<file path="config.mk">
export PLATFORM = sky130hd
export DESIGN_NAME = lcdhp_top
export DESIGN_NICKNAME = d
export VERILOG_FILES = /design/src/rtl/lcdhp_pkg.sv /design/src/rtl/lcdhp_fifo.sv /design/src/rtl/lcdhp_top.sv
export SDC_FILE = /design/constraint.sdc
export NUM_CORES = 1
export LEC_CHECK = 0
export ABC_AREA = 1
export BUFFER_PORTS_ARGS = -buffer_cell sky130_fd_sc_hd__buf_2
export CORE_MARGIN = 4
export CORE_UTILIZATION = 30
export CTS_CLUSTER_DIAMETER = 60
export CTS_CLUSTER_SIZE = 28
export DETAILED_ROUTE_END_ITERATION = 12
export HOLD_SLACK_MARGIN = 0.08
export MAX_ROUTING_LAYER = met4
export RECOVER_POWER = 100
export SYNTH_ARGS = -nofsm -noshare
export SYNTH_HDL_FRONTEND = slang
export SYNTH_SLANG_ARGS = --single-unit
</file>
<file path="constraint.sdc">
create_clock -name core_clk -period 2.6 [get_ports core_clk]
set_input_delay 0.26 -clock core_clk [delete_from_list [all_inputs] [get_ports core_clk]]
set_output_delay 0.26 -clock core_clk [all_outputs]
set_load 0.05 [all_outputs]
</file>
<file path="src/rtl/lcdhp_pkg.sv">
// Constants, field positions and state codes shared by the host port
// Assumes a single core clock; nothing here is tied to a bus
package lcdhp_pkg;
  localparam int DATA_W = 8;
  localparam int AC_W = 7;
  localparam int COM_N = 34;
  localparam logic [5:0] ROWS_17 = 6'h10;
  localparam logic [5:0] ROWS_33 = 6'h20;
  localparam int EXT_DOTS_DEF = 40;
  localparam int FIFO_DEPTH_DEF = 4;
  localparam int FIFO_W = 9;
  // Row period in core clocks; must exceed twice the extension dots
  localparam int ROW_CYCLES_DEF = 128;
  localparam int SYNC_W = 13;
  // Serial start byte: five sync ones, then direction, then select
  localparam logic [4:0] SER_SYNC = 5'h1f;
  localparam int SB_RW = 2;
  localparam int SB_RS = 1;
  // Instruction fields decoded locally
  localparam int IR_DDA_BIT = 7;
  localparam logic [1:0] IR_CGA_TAG = 2'h1;
  localparam logic [2:0] IR_FSET_TAG = 3'h1;
  localparam int IR_DL_BIT = 4;
  localparam logic [5:0] IR_ENTRY_TAG = 6'h01;
  localparam int IR_ID_BIT = 1;
  // Reset values
  localparam logic [AC_W-1:0] RST_AC = 7'h00;
  localparam logic RST_WIDTH8 = 1'b1;
  localparam logic RST_INC = 1'b1;
  typedef enum logic [1:0]
  {
    SER_IDLE = 2'h0,
    SER_START = 2'h1,
    SER_BYTE = 2'h3,
    SER_SKIP = 2'h2
  } lcdhp_ser_e;
endpackage

</file>
<file path="src/rtl/lcdhp_fifo.sv">
// Shift-register FIFO; the head word and all flags sit in flip-flops
// Assumes both sides run on core_clk
`timescale 1ns/1ps
`default_nettype none
module lcdhp_fifo #(
  parameter int WIDTH = 9,
  parameter int DEPTH = 4
) (
  input wire logic clk,
  input wire logic rst_n,
  input wire logic clk_en,
  input wire logic in_valid,
  output logic in_ready,
  input wire logic [WIDTH-1:0] in_data,
  output logic out_valid,
  input wire logic out_ready,
  output logic [WIDTH-1:0] out_data
);
  logic [DEPTH-1:0] vld_q, vld_d;
  logic [WIDTH-1:0] mem_q [DEPTH];
  logic [WIDTH-1:0] mem_d [DEPTH];
  logic [DEPTH-1:0] sh_v;
  logic [WIDTH-1:0] sh_m [DEPTH];
  logic pop, push;

  assign in_ready = ~vld_q[DEPTH-1];
  assign out_valid = vld_q[0];
  assign out_data = mem_q[0];

  always_comb
  begin
    pop = vld_q[0] & out_ready;
    push = in_valid & ~vld_q[DEPTH-1];
    for (int i = 0; i < DEPTH; i++)
    begin
      if (pop)
      begin
        sh_v[i] = (i + 1 < DEPTH) ? vld_q[(i + 1) % DEPTH] : 1'b0;
        sh_m[i] = mem_q[(i + 1) % DEPTH];
      end
      else
      begin
        sh_v[i] = vld_q[i];
        sh_m[i] = mem_q[i];
      end
    end
    for (int i = 0; i < DEPTH; i++)
    begin
      vld_d[i] = sh_v[i];
      mem_d[i] = sh_m[i];
      if (push && !sh_v[i] && (i == 0 || sh_v[(i + DEPTH - 1) % DEPTH]))
      begin
        vld_d[i] = 1'b1;
        mem_d[i] = in_data;
      end
    end
  end

  always_ff @(posedge clk or negedge rst_n)
  begin
    if (!rst_n)
    begin
      vld_q <= '0;
      for (int i = 0; i < DEPTH; i++)
        mem_q[i] <= '0;
    end
    else if (clk_en)
    begin
      vld_q <= vld_d;
      mem_q <= mem_d;
    end
  end
endmodule
`default_nettype wire

</file>
<file path="src/rtl/lcdhp_top.sv">
// Host port, common scan and extension driver outputs of the controller
// Assumes pins are asynchronous to core_clk; core side is synchronous
//
// How it works
// Strap low serial, high parallel; width instruction
// Select low: instruction/status; high: data
// Serial mode: select pin is active-low chip select
// Bus mode: direction low write, high read
// Serial data sampled on direction pin
// Strobe starts bus cycles; serial clock in serial
// Upper lines bidirectional, top carries busy, serial unused
// Lines one to three only in 8-bit mode
// Line zero: LSB in 8-bit, serial out
// 1/17: rows 1-16, icons 0/17, rest idle
// 1/33: rows 1-32, icons 0 and 33
// Unused commons idle; icon pair identical
// Extension strap high: latch pulse per row
// Extension strap high: shift clock output
// Extension data serial, dots beyond own sixty
// Extension strap high: drive polarity output
// Extension strap low: outputs high impedance
// Reset input active low initializes everything
// Host waits until busy reads zero
// Status read: busy top, counter below
// Counter steps after each data access
// 4-bit: two strobes, high nibble first
// Drive data lines only while reading
`timescale 1ns/1ps
`default_nettype none
module lcdhp_top #(
  parameter int EXT_DOTS = lcdhp_pkg::EXT_DOTS_DEF,
  parameter int ROW_CYCLES = lcdhp_pkg::ROW_CYCLES_DEF,
  parameter int FIFO_DEPTH = lcdhp_pkg::FIFO_DEPTH_DEF
) (
  input wire logic core_clk,
  input wire logic rst_n,
  input wire logic clk_en,
  input wire logic interface_select_strap,
  input wire logic expansion_enable_strap,
  input wire logic register_select,
  input wire logic rw_serial_input_line,
  input wire logic strobe_serial_clock,
  input wire logic [7:0] data_in,
  output logic [7:0] data_out,
  output logic [7:0] data_oe,
  input wire logic core_busy,
  input wire logic [7:0] read_byte,
  output logic cmd_valid,
  input wire logic cmd_ready,
  output logic cmd_is_data,
  output logic [7:0] cmd_byte,
  output logic [6:0] address_counter,
  output logic bus_width_bit,
  input wire logic duty_select_33,
  input wire logic [EXT_DOTS-1:0] ext_row_bits,
  output logic [lcdhp_pkg::COM_N-1:0] common_row_outputs,
  output logic expansion_latch_pulse,
  output logic expansion_shift_clock,
  output logic expansion_data,
  output logic expansion_polarity,
  output logic expansion_oe
);
  localparam int TW = $clog2(ROW_CYCLES);
  localparam int PW = $clog2(2 * EXT_DOTS + 1);
  localparam logic [TW-1:0] TICK_LAST = TW'(ROW_CYCLES - 1);
  localparam logic [PW-1:0] PH_END = PW'(2 * EXT_DOTS);

  function automatic logic [6:0] ac_step(input logic [6:0] ac,
                                         input logic inc);
    return inc ? 7'(ac + 7'h01) : 7'(ac - 7'h01);
  endfunction

  function automatic logic [lcdhp_pkg::COM_N-1:0] com_map(
    input logic [5:0] row, input logic d33);
    logic [5:0] last;
    logic [lcdhp_pkg::COM_N-1:0] v;
    last = d33 ? lcdhp_pkg::ROWS_33 : lcdhp_pkg::ROWS_17;
    v = '0;
    for (int j = 0; j < lcdhp_pkg::COM_N; j++)
    begin
      if (row < last && j == int'(row) + 1)
        v[j] = 1'b1;
      else if (row == last && (j == 0 || j == int'(last) + 1))
        v[j] = 1'b1;
    end
    return v;
  endfunction

  // --------------------------------------------------------------
  // Pin synchronisers
  // --------------------------------------------------------------
  logic [lcdhp_pkg::SYNC_W-1:0] s1_q, s2_q;
  logic e_p_q;
  logic ims_s, ext_s, rs_s, rw_s, e_s, e_rise, e_fall;
  logic [7:0] data_s;

  assign {ims_s, ext_s, rs_s, rw_s, e_s, data_s} = s2_q;
  assign e_rise = e_s & ~e_p_q;
  assign e_fall = ~e_s & e_p_q;

  // Asynchronous active-low reset
  always_ff @(posedge core_clk or negedge rst_n)
  begin
    if (!rst_n)
    begin
      s1_q <= '0;
      s2_q <= '0;
      e_p_q <= 1'b0;
    end
    else if (clk_en)
    begin
      s1_q <= {interface_select_strap, expansion_enable_strap,
               register_select, rw_serial_input_line,
               strobe_serial_clock, data_in};
      s2_q <= s1_q;
      e_p_q <= e_s;
    end
  end

  // --------------------------------------------------------------
  // Host access: bus and serial
  // --------------------------------------------------------------
  lcdhp_pkg::lcdhp_ser_e st_q, st_d;
  logic [2:0] cnt_q, cnt_d;
  logic [6:0] sh_q, sh_d, ac_q, ac_d;
  logic srw_q, srw_d, srs_q, srs_d, nib_q, nib_d;
  logic width8_q, width8_d, inc_q, inc_d, busy_q, busy_d;
  logic [3:0] hi_q, hi_d;
  logic [7:0] rd_byte_q, rd_byte_d, dout_q, dout_d, doe_q, doe_d, nb;
  logic [7:0] wr_byte;
  logic wr_fire, wr_rs, rd_done, rd_rs, fifo_ready;

  always_comb
  begin
    st_d = st_q;
    cnt_d = cnt_q;
    sh_d = sh_q;
    srw_d = srw_q;
    srs_d = srs_q;
    nib_d = nib_q;
    hi_d = hi_q;
    rd_byte_d = rd_byte_q;
    wr_fire = 1'b0;
    wr_rs = 1'b0;
    wr_byte = 8'h00;
    rd_done = 1'b0;
    rd_rs = 1'b0;
    nb = {sh_q, rw_s};
    dout_d = 8'h00;
    doe_d = 8'h00;
    // Strap chooses the interface
    if (ims_s)
    begin
      st_d = lcdhp_pkg::SER_IDLE;
      // Read cycle: latch status or data at strobe rise
      if (e_rise && rw_s && (width8_q || !nib_q))
        // Select low gives busy over the counter
        rd_byte_d = rs_s ? read_byte : {busy_q, ac_q};
      if (e_fall)
      begin
        if (width8_q)
        begin
          // Strobe fall completes the cycle
          rd_done = rw_s;
          wr_fire = ~rw_s;
          wr_byte = data_s;
        end
        else
        begin
          // High nibble first, low nibble completes
          nib_d = ~nib_q;
          if (!nib_q && !rw_s)
            hi_d = data_s[7:4];
          rd_done = nib_q & rw_s;
          wr_fire = nib_q & ~rw_s;
          wr_byte = {hi_q, data_s[7:4]};
        end
        rd_rs = rs_s;
        wr_rs = rs_s;
      end
      // Lines driven only while strobe reads
      if (rw_s && e_s)
      begin
        doe_d = width8_q ? 8'hff : 8'hf0;
        if (width8_q)
          dout_d = rd_byte_q;
        else
          dout_d = nib_q ? {rd_byte_q[3:0], 4'h0} : {rd_byte_q[7:4], 4'h0};
      end
    end
    // Chip select high aborts and re-arms the frame
    else if (rs_s)
    begin
      st_d = lcdhp_pkg::SER_START;
      cnt_d = 3'h0;
    end
    else
    begin
      if (st_q == lcdhp_pkg::SER_IDLE)
      begin
        st_d = lcdhp_pkg::SER_START;
        cnt_d = 3'h0;
      end
      // Serial data sampled on serial clock rise
      else if (e_rise)
      begin
        sh_d = nb[6:0];
        cnt_d = 3'(cnt_q + 3'h1);
        if (cnt_q == 3'h7)
        begin
          unique case (st_q)
            lcdhp_pkg::SER_START:
            begin
              if (nb[7:3] == lcdhp_pkg::SER_SYNC)
              begin
                st_d = lcdhp_pkg::SER_BYTE;
                srw_d = nb[lcdhp_pkg::SB_RW];
                srs_d = nb[lcdhp_pkg::SB_RS];
                rd_byte_d = nb[lcdhp_pkg::SB_RS] ? read_byte
                                                 : {busy_q, ac_q};
              end
              else
                st_d = lcdhp_pkg::SER_SKIP;
            end
            lcdhp_pkg::SER_BYTE:
            begin
              wr_fire = ~srw_q;
              wr_rs = srs_q;
              wr_byte = nb;
              rd_done = srw_q;
              rd_rs = srs_q;
              rd_byte_d = srs_q ? read_byte : {busy_q, ac_q};
            end
            lcdhp_pkg::SER_SKIP:
              st_d = lcdhp_pkg::SER_SKIP;
            lcdhp_pkg::SER_IDLE:
              st_d = lcdhp_pkg::SER_START;
          endcase
        end
      end
      // Serial output on line zero, MSB first
      if (st_q == lcdhp_pkg::SER_BYTE && srw_q)
      begin
        doe_d = 8'h01;
        dout_d = {7'h00, rd_byte_q[~cnt_q]};
      end
    end
  end

  always_comb
  begin
    ac_d = ac_q;
    inc_d = inc_q;
    width8_d = width8_q;
    // Counter steps after every data access
    if ((wr_fire && wr_rs) || (rd_done && rd_rs))
      ac_d = ac_step(ac_q, inc_q);
    else if (wr_fire)
    begin
      if (wr_byte[lcdhp_pkg::IR_DDA_BIT])
        ac_d = wr_byte[6:0];
      else if (wr_byte[7:6] == lcdhp_pkg::IR_CGA_TAG)
        ac_d = {1'b0, wr_byte[5:0]};
      // Width bit taken from the function-set instruction
      else if (wr_byte[7:5] == lcdhp_pkg::IR_FSET_TAG)
        width8_d = wr_byte[lcdhp_pkg::IR_DL_BIT];
      else if (wr_byte[7:2] == lcdhp_pkg::IR_ENTRY_TAG)
        inc_d = wr_byte[lcdhp_pkg::IR_ID_BIT];
    end
    // A full queue reads as busy so the host waits
    busy_d = core_busy | ~fifo_ready;
  end

  // Controller state initialised by reset
  always_ff @(posedge core_clk or negedge rst_n)
  begin
    if (!rst_n)
    begin
      st_q <= lcdhp_pkg::SER_IDLE;
      cnt_q <= 3'h0;
      sh_q <= 7'h00;
      srw_q <= 1'b0;
      srs_q <= 1'b0;
      nib_q <= 1'b0;
      hi_q <= 4'h0;
      rd_byte_q <= 8'h00;
      dout_q <= 8'h00;
      doe_q <= 8'h00;
      ac_q <= lcdhp_pkg::RST_AC;
      inc_q <= lcdhp_pkg::RST_INC;
      width8_q <= lcdhp_pkg::RST_WIDTH8;
      busy_q <= 1'b0;
    end
    else if (clk_en)
    begin
      st_q <= st_d;
      cnt_q <= cnt_d;
      sh_q <= sh_d;
      srw_q <= srw_d;
      srs_q <= srs_d;
      // Width change restarts nibble pairing
      nib_q <= (width8_d != width8_q) ? 1'b0 : nib_d;
      hi_q <= hi_d;
      rd_byte_q <= rd_byte_d;
      dout_q <= dout_d;
      doe_q <= doe_d;
      ac_q <= ac_d;
      inc_q <= inc_d;
      width8_q <= width8_d;
      busy_q <= busy_d;
    end
  end

  // Writes beyond a full queue are dropped; busy warns the host first
  lcdhp_fifo #(.WIDTH(lcdhp_pkg::FIFO_W), .DEPTH(FIFO_DEPTH)) u_fifo (
    .clk(core_clk),
    .rst_n(rst_n),
    .clk_en(clk_en),
    .in_valid(wr_fire),
    .in_ready(fifo_ready),
    .in_data({wr_rs, wr_byte}),
    .out_valid(cmd_valid),
    .out_ready(cmd_ready),
    .out_data({cmd_is_data, cmd_byte})
  );

  assign data_out = dout_q;
  assign data_oe = doe_q;
  assign address_counter = ac_q;
  assign bus_width_bit = width8_q;

  // --------------------------------------------------------------
  // Common scan and extension driver
  // --------------------------------------------------------------
  logic [TW-1:0] tick_q, tick_d;
  logic [5:0] row_q, row_d;
  logic [PW-1:0] ph_q, ph_d;
  logic [EXT_DOTS-1:0] esh_q, esh_d;
  logic [lcdhp_pkg::COM_N-1:0] com_q, com_d;
  logic duty_q, duty_d, m_q, m_d, lp_q, lp_d, sc_q, sc_d, ed_q, ed_d;
  logic eoe_q, eoe_d, tick, wrap;
  logic pol_q, pol_d;

  always_comb
  begin
    tick = (tick_q == TICK_LAST);
    wrap = tick && (row_q == (duty_q ? lcdhp_pkg::ROWS_33
                                     : lcdhp_pkg::ROWS_17));
    tick_d = tick ? '0 : TW'(tick_q + 1'b1);
    row_d = wrap ? 6'h00 : (tick ? 6'(row_q + 6'h01) : row_q);
    duty_d = wrap ? duty_select_33 : duty_q;
    m_d = wrap ? ~m_q : m_q;
    // Row map, idle commons stay low
    com_d = com_map(row_q, duty_q);
    ph_d = ph_q;
    esh_d = esh_q;
    sc_d = 1'b0;
    ed_d = ed_q;
    if (tick)
    begin
      ph_d = '0;
      esh_d = ext_row_bits;
    end
    // Shift clock and dots, MSB first
    else if (ph_q != PH_END)
    begin
      ph_d = PW'(ph_q + 1'b1);
      sc_d = ph_q[0];
      ed_d = esh_q[EXT_DOTS-1];
      if (ph_q[0])
        esh_d = {esh_q[EXT_DOTS-2:0], 1'b0};
    end
    // Strap low: everything released and quiet
    eoe_d = ext_s;
    // Polarity flips each frame, gated by the strap
    pol_d = m_d & ext_s;
    // One latch pulse per row
    lp_d = ext_s & tick;
    if (!ext_s)
    begin
      sc_d = 1'b0;
      ed_d = 1'b0;
    end
  end

  always_ff @(posedge core_clk or negedge rst_n)
  begin
    if (!rst_n)
    begin
      tick_q <= '0;
      row_q <= 6'h00;
      duty_q <= 1'b0;
      m_q <= 1'b0;
      com_q <= '0;
      ph_q <= PH_END;
      esh_q <= '0;
      sc_q <= 1'b0;
      ed_q <= 1'b0;
      lp_q <= 1'b0;
      eoe_q <= 1'b0;
      pol_q <= 1'b0;
    end
    else if (clk_en)
    begin
      tick_q <= tick_d;
      row_q <= row_d;
      duty_q <= duty_d;
      m_q <= m_d;
      com_q <= com_d;
      ph_q <= ph_d;
      esh_q <= esh_d;
      sc_q <= sc_d;
      ed_q <= ed_d;
      lp_q <= lp_d;
      eoe_q <= eoe_d;
      pol_q <= pol_d;
    end
  end

  assign common_row_outputs = com_q;
  assign expansion_latch_pulse = lp_q;
  assign expansion_shift_clock = sc_q;
  assign expansion_data = ed_q;
  assign expansion_polarity = pol_q;
  assign expansion_oe = eoe_q;
endmodule
`default_nettype wire

</file>
# ---- Word-level counts from Yosys, hierarchy flattened
# Index checks and enable logic that the tools add are counted.
dict set report totals {
  mem_count 0
  wordCells 461
  romBits 0
  in_bits 67
  ff_bits 221
  latchBits 0
  mem_bits_rw 0
}
dict set report op_classes {
  n_reduce_logical 128
  eq_ne 85
  mul 0
  addsub 8
  shifts 0
  order_cmp 2
  bitwise_logic 25
  muxes 179
  n_div 0
}
# cell count
set op_table {}
lappend op_table {{== test 6 x 32 -> 1 bit, first input constant} 32}
lappend op_table {{== test 5 x 32 -> 1 bit, first input constant} 16}
lappend op_table {{== test 4 x 32 -> 1 bit, first input constant} 8}
lappend op_table {{2-to-1 mux 8 bit} 24}
lappend op_table {{== test 3 x 32 -> 1 bit, first input constant} 4}
lappend op_table {{2-to-1 mux 1 bit} 121}
lappend op_table {{2-to-1 mux 40 bit} 3}
lappend op_table {{logical AND 1 bit} 82}
lappend op_table {{2-to-1 mux 9 bit} 8}
lappend op_table {{== test 2 x 32 -> 1 bit, first input constant} 2}
lappend op_table {{== test 7 x 32 -> 1 bit, first input constant} 2}
lappend op_table {{2-to-1 mux 7 bit} 8}
lappend op_table {{zero test 32 bit} 1}
lappend op_table {{nonzero test 2 bit} 12}
lappend op_table {{adder 7 x 1 -> 7 bit, second input constant} 3}
lappend op_table {{2-to-1 mux 6 bit} 3}
lappend op_table {{one-hot mux 8 bit (2 select lines)} 1}
lappend op_table {{AND reduction 8 bit} 2}
lappend op_table {{inverter 1 bit} 15}
lappend op_table {{adder 6 x 1 -> 7 bit, second input constant} 2}
lappend op_table {{== test 6 x 7 -> 1 bit, first input constant} 2}
lappend op_table {{AND reduction 2 bit} 7}
lappend op_table {{AND reduction 3 bit} 4}
lappend op_table {{2-to-1 mux 2 bit} 5}
lappend op_table {{other kinds (34)} 60}

# ---- Logic depth before layout (Yosys ltp)
# Gate-level depths: netlist of run 1.
dict set report logic_depth {
  depth_word 16
  mapped_depth 16
  depth_no_buf 16
}

# ---- By module
# Synthesis of run 1 repeated with hierarchy kept, for this count alone.
dict set report unflattened {
  hier_cells 1367
  hier_area_um2 10984.3
}
# module seq_area_each_um2 instances cells_each area_per_inst_um2
set by_module_without_submodules {}
lappend by_module_without_submodules {lcdhp_top 4409.2 1 1060 8732.1}
lappend by_module_without_submodules {lcdhp_fifo 1001.0 1 307 2252.2}

# ---- Least setup slack after synthesis of run 1
# No wires, ideal clock.
dict set report synth_path {
  path_kind {register to register}
  startpoint {reg width8_q, in the netlist bus_width_bit}
  endpoint {reg nib_q}
  t_required_ps 2523
  n_path_buf 1
  path_slack_ps 160
  stages_incl_launch_ff 16
  arrival_time_ps 2363
  setup_time_ps 77
  path_cell_list {dfstp_2 buf_2 inv_1 nand2_1 o21ai_0 nand2_1 nand2_1 inv_1 nand2_1 nor2_1 nand3_1 and2_1 ha_1 o21ai_0 nor2_1 a21oi_1}
}
dict set report synth_between {
  elab_chain_len 12
  elab_cells_between_ends 25
}
# item line_no
set synth_lines {}
lappend synth_lines {{from (decl)} lcdhp_top.sv:127} ;# logic width8_q, width8_d, inc_q, inc_d, busy_q, busy_d;
lappend synth_lines {{from (signal assigned)} lcdhp_top.sv:291} ;# width8_q <= lcdhp_pkg::RST_WIDTH8;
lappend synth_lines {{from (signal assigned)} lcdhp_top.sv:309} ;# width8_q <= width8_d;
lappend synth_lines {{2-to-1 mux 8 bit} lcdhp_top.sv:161} ;# if (width8_q)
lappend synth_lines {{2-to-1 mux 8 bit} lcdhp_top.sv:159} ;# if (e_fall)
lappend synth_lines {{2-to-1 mux 8 bit} lcdhp_top.sv:152} ;# if (ims_s)
lappend synth_lines {{== test 3 x 1 -> 1 bit} lcdhp_top.sv:265} ;# else if (wr_byte[7:5] == lcdhp_pkg::IR_FSET_TAG)
lappend synth_lines {{2-to-1 mux 1 bit} lcdhp_top.sv:265}
lappend synth_lines {{2-to-1 mux 1 bit} lcdhp_top.sv:262} ;# else if (wr_byte[7:6] == lcdhp_pkg::IR_CGA_TAG)
lappend synth_lines {{2-to-1 mux 1 bit} lcdhp_top.sv:260} ;# if (wr_byte[lcdhp_pkg::IR_DDA_BIT])
lappend synth_lines {{2-to-1 mux 1 bit} lcdhp_top.sv:258} ;# else if (wr_fire)
lappend synth_lines {{2-to-1 mux 1 bit (*)} lcdhp_top.sv:256} ;# if ((wr_fire && wr_rs) || (rd_done && rd_rs))
lappend synth_lines {{via width8_d} lcdhp_top.sv:127}
lappend synth_lines {{inequality test 1 bit (*)} lcdhp_top.sv:302} ;# nib_q <= (width8_d != width8_q) ? 1'b0 : nib_d;
lappend synth_lines {{inequality test 2 x 1 -> 1 bit (no line) / nonzero test 2 bit (equally long branches)} -}
lappend synth_lines {{AND reduction 4 bit (no line)} -}
lappend synth_lines {{to (signal assigned)} lcdhp_top.sv:302}
lappend synth_lines {{to (decl)} lcdhp_top.sv:126} ;# logic srw_q, srw_d, srs_q, srs_d, nib_q, nib_d;
# The timed path passes the listed nets; every way through them passes the cells marked *.
# A chain may end at the register's enable or synchronous reset.

# ---- Worst setup path in the final report of run 1
dict set report layout_path {
  startpoint {reg cnt_q[1]}
  endpoint {reg nib_q}
}
dict set report layout_between {
  elab_chain_len 15
  elab_cells_between_ends 37
}
# item line_no
set layout_lines {}
lappend layout_lines {{from (decl)} lcdhp_top.sv:124} ;# logic [2:0] cnt_q, cnt_d;
lappend layout_lines {{from (signal assigned)} lcdhp_top.sv:297} ;# cnt_q <= cnt_d;
lappend layout_lines {{== test 3 bit (*)} lcdhp_top.sv:209} ;# if (cnt_q == 3'h7)
lappend layout_lines {{2-to-1 mux 8 bit} lcdhp_top.sv:209}
lappend layout_lines {{2-to-1 mux 8 bit} lcdhp_top.sv:205} ;# else if (e_rise)
lappend layout_lines {{2-to-1 mux 8 bit} lcdhp_top.sv:199} ;# if (st_q == lcdhp_pkg::SER_IDLE)
lappend layout_lines {{2-to-1 mux 8 bit} lcdhp_top.sv:192} ;# else if (rs_s)
lappend layout_lines {{2-to-1 mux 8 bit} lcdhp_top.sv:152}
lappend layout_lines {{== test 3 x 1 -> 1 bit} lcdhp_top.sv:265}
lappend layout_lines {{2-to-1 mux 1 bit} lcdhp_top.sv:265}
lappend layout_lines {{2-to-1 mux 1 bit} lcdhp_top.sv:262}
lappend layout_lines {{2-to-1 mux 1 bit} lcdhp_top.sv:260}
lappend layout_lines {{2-to-1 mux 1 bit} lcdhp_top.sv:258}
lappend layout_lines {{2-to-1 mux 1 bit (*)} lcdhp_top.sv:256}
lappend layout_lines {{via width8_d} lcdhp_top.sv:127}
lappend layout_lines {{inequality test 1 bit (*)} lcdhp_top.sv:302}
lappend layout_lines {{inequality test 2 x 1 -> 1 bit (no line) / nonzero test 2 bit (equally long branches)} -}
lappend layout_lines {{AND reduction 4 bit (no line)} -}
# Marked as above.

==> run metrics, run 1 <==
drt total wl=28950 um; DRT Pass-1 Iters=5; clk_lat worst skew=0.53 ns; worst hold path type=in -> reg; first-pass GRT wire length=48200 um; Layout area overhead=22.49%; CTS H-tree lvls=1; Lkg Pwr=6.373 nW; Slew HR=6.575%; pin count of the biggest net entering global routing=67; sequential fraction of the synthesis area=50.22%; num rows=69; WP data required=3.06 ns; critical path data arrival time=2.86 ns; final net count=1630; cell area after synthesis=10770 um^2; Max rail drop VDD=0.0004017 V; Clock Skews=0.03280 ns; clk sinks=216; register area=5410 um^2; number of port buffers=139; Detail Route Antenna Nets=0; Post-synth EDFFs=0; status=finished clean; multi-input logic area=4586 um^2; r2r worst-path depth=14; routability cong.=0.8706; final hold vios=0; vias in the first global route=9370; leading area contributor after synthesis=dfrtp_1; wire per inst=14.32 um; Critical Path End Type=flip-flop; Distinct cells, synth=47; fin. max-slew vios=0; Post-Place Cell Area=11970 um^2; die extent in x=197.5 um; Seq cells post-synth=216; yosys warns=0; Post-synth top flop=dfrtp_1; critical path launch point type=flip-flop; pwr dens=725.6 nW/um^2; die area=39000 um^2; worst-margin pin slew=1.401 ns; final setup vio count=0; CTS Buf Count=23; CTS tree=yes; most frequent cells in the layout=477 x nand2_1, 212 x dfrtp_1, 158 x o21ai_0; Initial Utilization=30.36%; average size of a mapped cell=7.939 um^2; worst hold slack=0.1566 ns; DRC=0; initial antenna violation count=1; total gr overflow=0; Post-synth ARST share=100.0%; crit path kind=reg -> reg; Final Util=37.19%; fraction of layout cells with a size suffix above 1=11.41%; commonest non-fill, non-tap cell in the layout=nand2_1; Top Ports=140; core footprint=35480 um^2; hpwl dp=20340 um; overall routing resource usage=15.09%; Final Cycle Share=92.15%; root buf cell=clkbuf_16; Vias=9548; minimum clock period=2.396 ns; filler cell count=3690; die height=197.5 um; PnR worst setup slack=0.2041 ns; Worst Path Max Fanout=7; top cell type's share of synthesized area=49.25%; pre-CTS WS=0.1121 ns; grt met1 use=20.50%; Synth area leaders=dfrtp_1 49%, nand2_1 17%, o21ai_0 7.4%; Setup Buffers After CTS=0; met2 Track Usage GR=23.77%; # Max-Cap Violations=0; met3 Use GR=1.927%; CTS Buffer Depth=3; Initial DRC Count=589; Most Used Layer, Global Route=met2; CTS clk-pin slew, worst paths=0.08 ns; vias per cell=4.722; Hold Path Depth=5; final instance area=13200 um^2; Achievable Freq=417.4 MHz; Mapped Cells=1357; syn nets=1444
## timing repair
action,in CTS,in global routing
hold buffers,57,0
endpoints found under the setup margin,0,5
resized for setup,0,7
endpoints found under the hold margin,198,0
## critical path, cell delays in order, from the launching register on
cell	delay [ns]
dfrtp_1	0.40
ha_1	0.16
ha_1	0.18
inv_1	0.08
nor2_4	0.20
nand2_1	0.10
o21ai_1	0.11
nand2_1	0.09
nand2_1	0.11
o21ai_0	0.13
and2_1	0.18
ha_1	0.30
o21ai_2	0.16
nor2_1	0.05
a21oi_1	0.10
## power breakdown
| part | leakage (nW) | switching [mW] | internal [mW] |
|---|---|---|---|
| clock | 0.366 | 1.58 | 1.72 |
| combinational | 3.30 | 1.25 | 0.702 |
| sequential | 2.70 | 0.388 | 3.93 |
| total | 6.37 | 3.22 | 6.35 |
## layout make-up
class | count | share of cell area (%)
clock inverter | 18 | 1.365
antenna | 1 | 0.01896
sequential | 216 | 41.00
clock buffer | 24 | 4.390
multi-input combinational | 963 | 34.75
inverter | 112 | 3.233
tap | 461 | 4.371
timing repair buffer | 227 | 10.87
## flip-flops by register name (all words and copies together) (netlist names), 6 cells and up
signal,cells
rd_byte_q,8
s1_q,13
address_counter,7
ph_q,7
data_out,8
sh_q,7
esh_q,40
tick_q,7
u_fifo.out_data,9
s2_q,13
row_q,6
common_row_outputs,34
u_fifo.mem_q,27
## final timing paths
kind | from | to | slack, ns
setup / recovery | cnt_q[1]$_DFFE_PN0P_ | nib_q$_DFFE_PN0P_ | 0.20
hold / removal | read_byte[7] | rd_byte_q[7]$_DFFE_PN0P_ | 0.16
setup reg to reg | cnt_q[1]$_DFFE_PN0P_ | nib_q$_DFFE_PN0P_ | 0.20
hold reg to reg | s1_q[4]$_DFFE_PN0P_ | s2_q[4]$_DFFE_PN0P_ | 0.47
max in group asynchronous | rst_n | u_fifo.mem_q[14]$_DFFE_PN0P_ | 0.49
min in group asynchronous | rst_n | common_row_outputs[30]$_DFFE_PN0P_ | 0.60
## cell families after synthesis
family          count (synthesis)  synth area share, %
simple gates                  655                24.77
flops                         216                50.22
compound gates                276                14.25
fa+ha+maj                      20                2.393
mux                             1               0.1045
xor+xnor                       11               0.8944
buf+inv                       178                7.364
## per-layer routing
layer / share of wire (%) / up-vias
li1: - / 4767
met1: 47 / 4539
met2: 47 / 194
met3: 4.3 / 48
met4: 2.2 / 0
met5: 0 / -
## synth_stat cells, drive strengths merged, types with 5 or more instances
cell type and number:
o211ai 9, o22ai 5, nand2 490, xor2 8
ha 19, nand4 13, nand3 47, inv 107
a21oi 41, buf 36, a31oi 40, clkinv 5
nor2 95, clkbuf 30, dfrtp 212, nor3 6
o21ai 169
## through the flow
step | power (mW) | setup TNS, ns | std cells
after floorplan | 5.677 | 0 | 1357
final | 9.574 | 0 | 2022
after CTS | 9.734 | 0 | 2021
after global placement | 6.224 | 0 | 1922
after global routing | 10.22 | -0.001849 | 2022
after detailed placement | 6.294 | 0 | 1922
No activity file was read; power rests on OpenSTA's default activity.
==> run 2, diff against run 1 <==
--- a/config.mk
+++ b/config.mk
@@ -5,7 +5,6 @@
 export SDC_FILE = /design/constraint.sdc
 export NUM_CORES = 1
 export LEC_CHECK = 0
-export ABC_AREA = 1
 export BUFFER_PORTS_ARGS = -buffer_cell sky130_fd_sc_hd__buf_2
 export CORE_MARGIN = 4
 export CORE_UTILIZATION = 30
==> run 2 against run 1 <==
Net effect:
- register-to-register slack got worse by 0.06 ns
- synthesized area fell by 2.6%
- highest routed layer unchanged
- routed wire length fell by 7.5%
- largest power group unchanged
- critical endpoint is now u_fifo.mem_q[19]$_DFFE_PN0P_
- global-route usage fell by 0.85 points
- core utilization rose by 0.75 points
- worst hold slack improved by 0.012 ns
- setup slack got worse by 0.060 ns
- clock power rose by 7.0%
- via count fell by 15%
- sequential share of layout area rose by 0.28 points
- synthesized cell count fell by 29%
- largest cell class unchanged
- design area fell by 0.68%
==> run metrics, run 2 <==
commonest non-fill, non-tap cell in the layout=dfrtp_1; pin count of the biggest net entering global routing=81; Layout area overhead=24.85%; wire per inst=16.42 um; Post-Place Cell Area=11780 um^2; sequential fraction of the synthesis area=51.54%; syn nets=1045; Critical Path End Type=flip-flop; Synth top cells by count=212 x dfrtp_1, 116 x nor2_1, 69 x mux2_2; die extent in x=195.1 um; final setup vio count=0; WP data required=3.02 ns; drt total wl=26780 um; CP max-delay cell=dfrtp_1; Worst Path Max Fanout=18; fin. max-slew vios=0; Lkg Pwr=5.857 nW; filler cell count=3419; root buf cell=clkbuf_16; Synth Area in Adders=2.456%; number of port buffers=139; clk sinks=216; Antenna diodes=0; minimum clock period=2.456 ns; pwr dens=777.8 nW/um^2; fraction of layout cells with a size suffix above 1=19.05%; CTS tree=yes; Top Ports=140; hpwl dp=18360 um; final hold vios=0; CTS Buf Count=25; max reg flops=40; Max rail drop VDD=0.0004876 V; worst-margin pin slew=1.448 ns; vias per cell=4.982; Initial DRC Count=443; largest family of logic cells by synthesized area=compound AO/OA/AOI/OAI gates; Distinct cells, synth=69; DRT Pass-1 Iters=5; Synth area leaders=dfrtp_1 51%, mux2_2 7.4%, mux2i_1 4.6%; Seq cells post-synth=216; status=finished clean; mux cell area share after synthesis=12.52%; Vias=8125; final instance area=13110 um^2; unrepaired setup endpoints after global routing=false; Synth Area in Compound Gates=15.73%; Final Cycle Share=94.46%; Initial Utilization=30.39%; first-pass GRT wire length=44510 um; register bank with the most flops=esh_q; average size of a mapped cell=10.96 um^2; routability cong.=0.8683; Slew HR=3.454%; Post-synth ARST share=100.0%; leading area contributor after synthesis=dfrtp_1; die height=195.1 um; initial antenna violation count=0; CTS clk-pin slew, worst paths=0.07 ns; crit path kind=reg -> reg; Achievable Freq=407.2 MHz; critical path data arrival time=2.87 ns; vias in the first global route=8325; setup_tns=0 ns; # Max-Cap Violations=0; worst hold path type=in -> reg; top cell type's share of synthesized area=50.54%; core footprint=34540 um^2; clk_lat worst skew=0.54 ns; crit path cell chain=ha_1 -> ha_2 -> nand3b_2 -> o32ai_4 -> clkbuf_1 -> nand4_1 -> clkbuf_4 -> and3_1 -> a211o_1; most frequent cells in the layout=212 x dfrtp_1, 115 x nor2_1, 84 x clkbuf_1; CTS Buffer Depth=3; Clock Skews=0.02193 ns; CTS H-tree lvls=1; CP max stage delay=0.35 ns; critical path launch point type=flip-flop; overall routing resource usage=14.24%; Post-synth EDFFs=0; final net count=1245; XOR/XNOR Fraction of Synth Area=1.919%; Post-synth top flop=dfrtp_1; cell area after synthesis=10500 um^2; most common cell in the netlist=dfrtp_1; total gr overflow=0; total power=10.19 mW; Detail Route Antenna Nets=0; simple-gate area share of the yosys netlist=11.91%; yosys warns=0; num rows=68; DRC=0; die area=38040 um^2; Mapped Cells=958
==> run 2: repair_timing <==
action	in CTS	in global routing
setup endpoints to repair	0	1
setup buffers	0	1
hold endpoints to repair	143	0
hold buffers	64	0
gates resized for setup	0	4
==> run 2: logic make-up (layout without fill, tap and decap cells) <==
family / count (synthesis) / after routing
AO/OA/AOI/OAI: 225 / 225
XOR/XNOR: 23 / 23
adder cells (fa/ha/maj): 20 / 20
buffers and inverters: 95 / 313
flip-flops: 216 / 216
multiplexers: 120 / 120
AND/OR/NAND/NOR: 259 / 259
==> run 2: final timing paths <==
| kind | start | end | slack [ns] | depth (start not counted) |
|---|---|---|---|---|
| worst max-delay path | cnt_q[0]$_DFFE_PN0P_ | u_fifo.mem_q[19]$_DFFE_PN0P_ | 0.14 | 9 |
| worst min-delay path | cmd_ready | u_fifo.vld_q[0]$_DFFE_PN0P_ | 0.17 | 4 |
| worst max register to register | cnt_q[0]$_DFFE_PN0P_ | u_fifo.mem_q[19]$_DFFE_PN0P_ | 0.14 | 9 |
| worst min register to register | tick_q[6]$_DFFE_PN0P_ | tick_q[6]$_DFFE_PN0P_ | 0.48 | 1 |
| max in group asynchronous | rst_n | s1_q[5]$_DFFE_PN0P_ | 0.49 | 3 |
| min in group asynchronous | rst_n | u_fifo.mem_q[3]$_DFFE_PN0P_ | 0.59 | 2 |
==> run 2: where the power goes <==
part	switching (mW)	internal [mW]
Combinational	1.20	0.952
Sequential	0.552	3.95
Clock	1.63	1.91
Total	3.38	6.81
==> run 2: through the flow <==
stage          hold WS [ns]  setup slack, ns  std cells  utilization (%)
2_1_floorplan      -0.03559           0.1021        958                -
3_3_place_gp         0.2212           0.1682       1521            34.11
3_5_place_dp         0.2185           0.1305       1521            34.11
4_1_cts              0.1371          0.09570       1630            38.41
5_1_grt              0.1845          0.02226       1631            37.94
6_report             0.1683           0.1439       1631            37.94
==> run 2: cell type report <==
class | count | area [um^2] | share of cell area [%]
clock buffers | 28 | 646.9 | 4.936
clock inverters | 17 | 198.9 | 1.518
inverters | 29 | 108.9 | 0.8306
multi-input cells | 647 | 4686 | 35.76
flip-flops and latches | 216 | 5410 | 41.28
well taps | 455 | 569.3 | 4.344
repair buffers | 239 | 1485 | 11.33
==> run 2: worst max-delay path: cells and delay by family (launching register included) <==
kind | cells | cell delay [ns]
DFF | 1 | 0.35
AOI/OAI and AO/OA | 2 | 0.51
and+or+nand+nor | 3 | 0.55
buffers and inverters | 2 | 0.56
adders and majority gates | 2 | 0.34
==> run 2: layer usage <==
metal | vias up | share of wire [%] | track usage (%) | routed length (um)
li1 | 3886 | - | - | -
met1 | 4005 | 48 | 20.00 | 12890
met2 | 189 | 45 | 21.81 | 11970
met3 | 45 | 4.7 | 2.191 | 1268
met4 | 0 | 2.4 | 3.543 | 656
met5 | - | 0 | - | 0
==> run 3, diff against run 2 <==
==> constraint.sdc (replaced) <==
create_clock -name core_clk -period 2.2 [get_ports core_clk]
set_input_delay 0.22 -clock core_clk [delete_from_list [all_inputs] [get_ports core_clk]]
set_output_delay 0.22 -clock core_clk [all_outputs]
set_load 0.05 [all_outputs]
==> run 3 against run 2 <==
Net effect:
- the flow now finishes with violations (setup timing)
- design area rose by 5.3%
- power up 22%
- clock skew grew 0.0039 ns
- critical path type unchanged
- highest routed layer unchanged
==> run metrics, run 3 (same netlist as run 2, synthesis figures left out) <==
clk_lat worst skew=0.54 ns; Sw Ratio=33.99%; Worst R2R End=nib_q$_DFFE_PN0P_; unrepaired setup endpoints after global routing=true; wire per inst=16.72 um; minimum clock period=2.355 ns; critical path launch point type=flip-flop; Hold Path Sink=u_fifo.vld_q[0]$_DFFE_PN0P_; DRC=0; crit path kind=reg -> reg; vias in the first global route=8654; num rows=68; Worst Path Max Fanout=7; clock power share=34.8%; vias per cell=5.006; worst-margin pin slew=1.493 ns; Top Ports=140; Max rail drop VDD=0.0005272 V; WP data required=2.62 ns; Achievable Freq=424.6 MHz; Initial DRC Count=463; initial antenna violation count=1; Switching Power=4.234 mW; hold path startpoint=cmd_ready; first-pass GRT wire length=46320 um; Slew HR=0.4391%; total gr overflow=0; number of port buffers=139; Final Util=39.95%; die area=38040 um^2; max reg flops=40; CTS Buf Count=25; Worst R2R Setup Slack=-0.16 ns; commonest non-fill, non-tap cell in the layout=dfrtp_1; Int Pwr=8.221 mW; clk sinks=216; CTS Buffer Depth=3; Comb pwr share=22.5%; Vias=8385; r2r worst-path depth=9; drt total wl=28010 um; worst r2r src=cnt_q[1]$_DFFE_PN0P_; pin count of the biggest net entering global routing=63; final hold vios=0; most frequent cells in the layout=211 x dfrtp_1, 114 x nor2_1, 84 x clkbuf_1; Initial Utilization=30.39%; fraction of layout cells with a size suffix above 1=24.22%; DRT Pass-1 Iters=5; sequential power share=42.7%; register bank with the most flops=esh_q; # Max-Cap Violations=0; fin. max-slew vios=0; Detail Route Antenna Nets=0; Final Cycle Share=107.1%; PnR worst setup slack=-0.1554 ns; pwr dens=902.6 nW/um^2; worst hold slack=0.1457 ns; hpwl dp=19270 um; filler cell count=3457; worst hold path type=in -> reg; CTS H-tree lvls=1; status=finished with violations; routability cong.=0.8471; failing checks=setup timing; final setup vio count=17; Hold Path Depth=4; Layout area overhead=31.47%; pre-CTS WS=-0.1416 ns; critical path data arrival time=2.78 ns; core footprint=34540 um^2; Lkg Pwr=6.157 nW; die extent in x=195.1 um; CTS tree=yes; root buf cell=clkbuf_16; overall routing resource usage=14.87%; Clock Skews=0.02583 ns; die height=195.1 um; final net count=1286; Post-Place Cell Area=12160 um^2; CTS clk-pin slew, worst paths=0.08 ns; final instance area=13800 um^2; Critical Path End Type=flip-flop
==> run 3: cell types whose count changed in the layout (fill, tap and decap cells not counted), sizes merged <==
cell / previous run / this run
clkinvlp: 2 / 1
clkinv: 7 / 9
buf: 82 / 130
diode: 0 / 2
clkbuf: 121 / 112
inv: 37 / 39
==> run 3: timing repair <==
item | CTS | global route
hold buffers | 64 | 0
setup endpoints to repair | 27 | 55
pin swaps | 3 | 6
endpoints found under the hold margin | 237 | 0
buffers inserted | 2 | 4
gates resized for setup | 16 | 36
==> run 3: per-stage QoR <==
| stage | cells | power, mW | setup TNS, ns |
|---|---|---|---|
| after floorplan | 958 | 7.108 | -0.2196 |
| after global routing | 1674 | 13.19 | -10.55 |
| after CTS | 1669 | 12.60 | -0.2935 |
| final | 1675 | 12.46 | -0.8539 |
| after global placement | 1557 | 7.961 | -0.1369 |
| after detailed placement | 1557 | 8.048 | -0.8814 |
==> run 3: how the worst max path moves through the flow <==
stage / startpoint / end / slack, ns / cells after the start
finish: cnt_q[1]$_DFFE_PN0P_ / nib_q$_DFFE_PN0P_ / -0.16 / 9
global route: cnt_q[1]$_DFFE_PN0P_ / nib_q$_DFFE_PN0P_ / -0.21 / 9
CTS: cnt_q[1]$_DFFE_PN0P_ / nib_q$_DFFE_PN0P_ / -0.13 / 9
detailed placement: cnt_q[1]$_DFFE_PN0P_ / nib_q$_DFFE_PN0P_ / -0.14 / 10
global placement: cnt_q[1]$_DFFE_PN0P_ / nib_q$_DFFE_PN0P_ / -0.12 / 10
floorplan: cnt_q[0]$_DFFE_PN0P_ / nib_q$_DFFE_PN0P_ / -0.14 / 10
==> run 3: cell type report <==
type | instances | area [um^2] | share of cell area (%)
well taps | 455 | 569.3 | 4.125
repair buffers | 280 | 1902 | 13.78
inverters | 29 | 108.9 | 0.7888
clock buffers | 26 | 629.4 | 4.561
flip-flops and latches | 216 | 5415 | 39.24
clock inverters | 20 | 255.2 | 1.850
diodes | 2 | 5.005 | 0.03627
multi-input cells | 647 | 4915 | 35.62
==> run 3: layer usage <==
metal | vias up | GRT usage (%) | share of wire, % | routed length [um]
met4 | 0 | 3.595 | 2.0 | 565
li1 | 3980 | - | - | -
met3 | 40 | 2.588 | 4.7 | 1316
met5 | - | - | 0 | 0
met2 | 204 | 23.34 | 47 | 13090
met1 | 4161 | 20.25 | 47 | 13040
==> run 3: critical path, stage by stage, from the launching register on <==
cell and delay, ns:
dfrtp_1 0.39, ha_2 0.20, ha_4 0.16, and3b_2 0.26, a32oi_4 0.23, nand4_4 0.13
o31a_1 0.27, ha_2 0.32, o21ai_1 0.07, a32o_1 0.20
==> run 3: power groups by stage <==
stage	clock network [mW]	registers [mW]	logic, mW
final	4.34	5.32	2.80
after global placement	0	5.35	2.61
after floorplan	0	5.39	1.71
after detailed placement	0	5.36	2.68
after CTS	4.50	5.30	2.80
after global routing	4.65	5.43	3.12
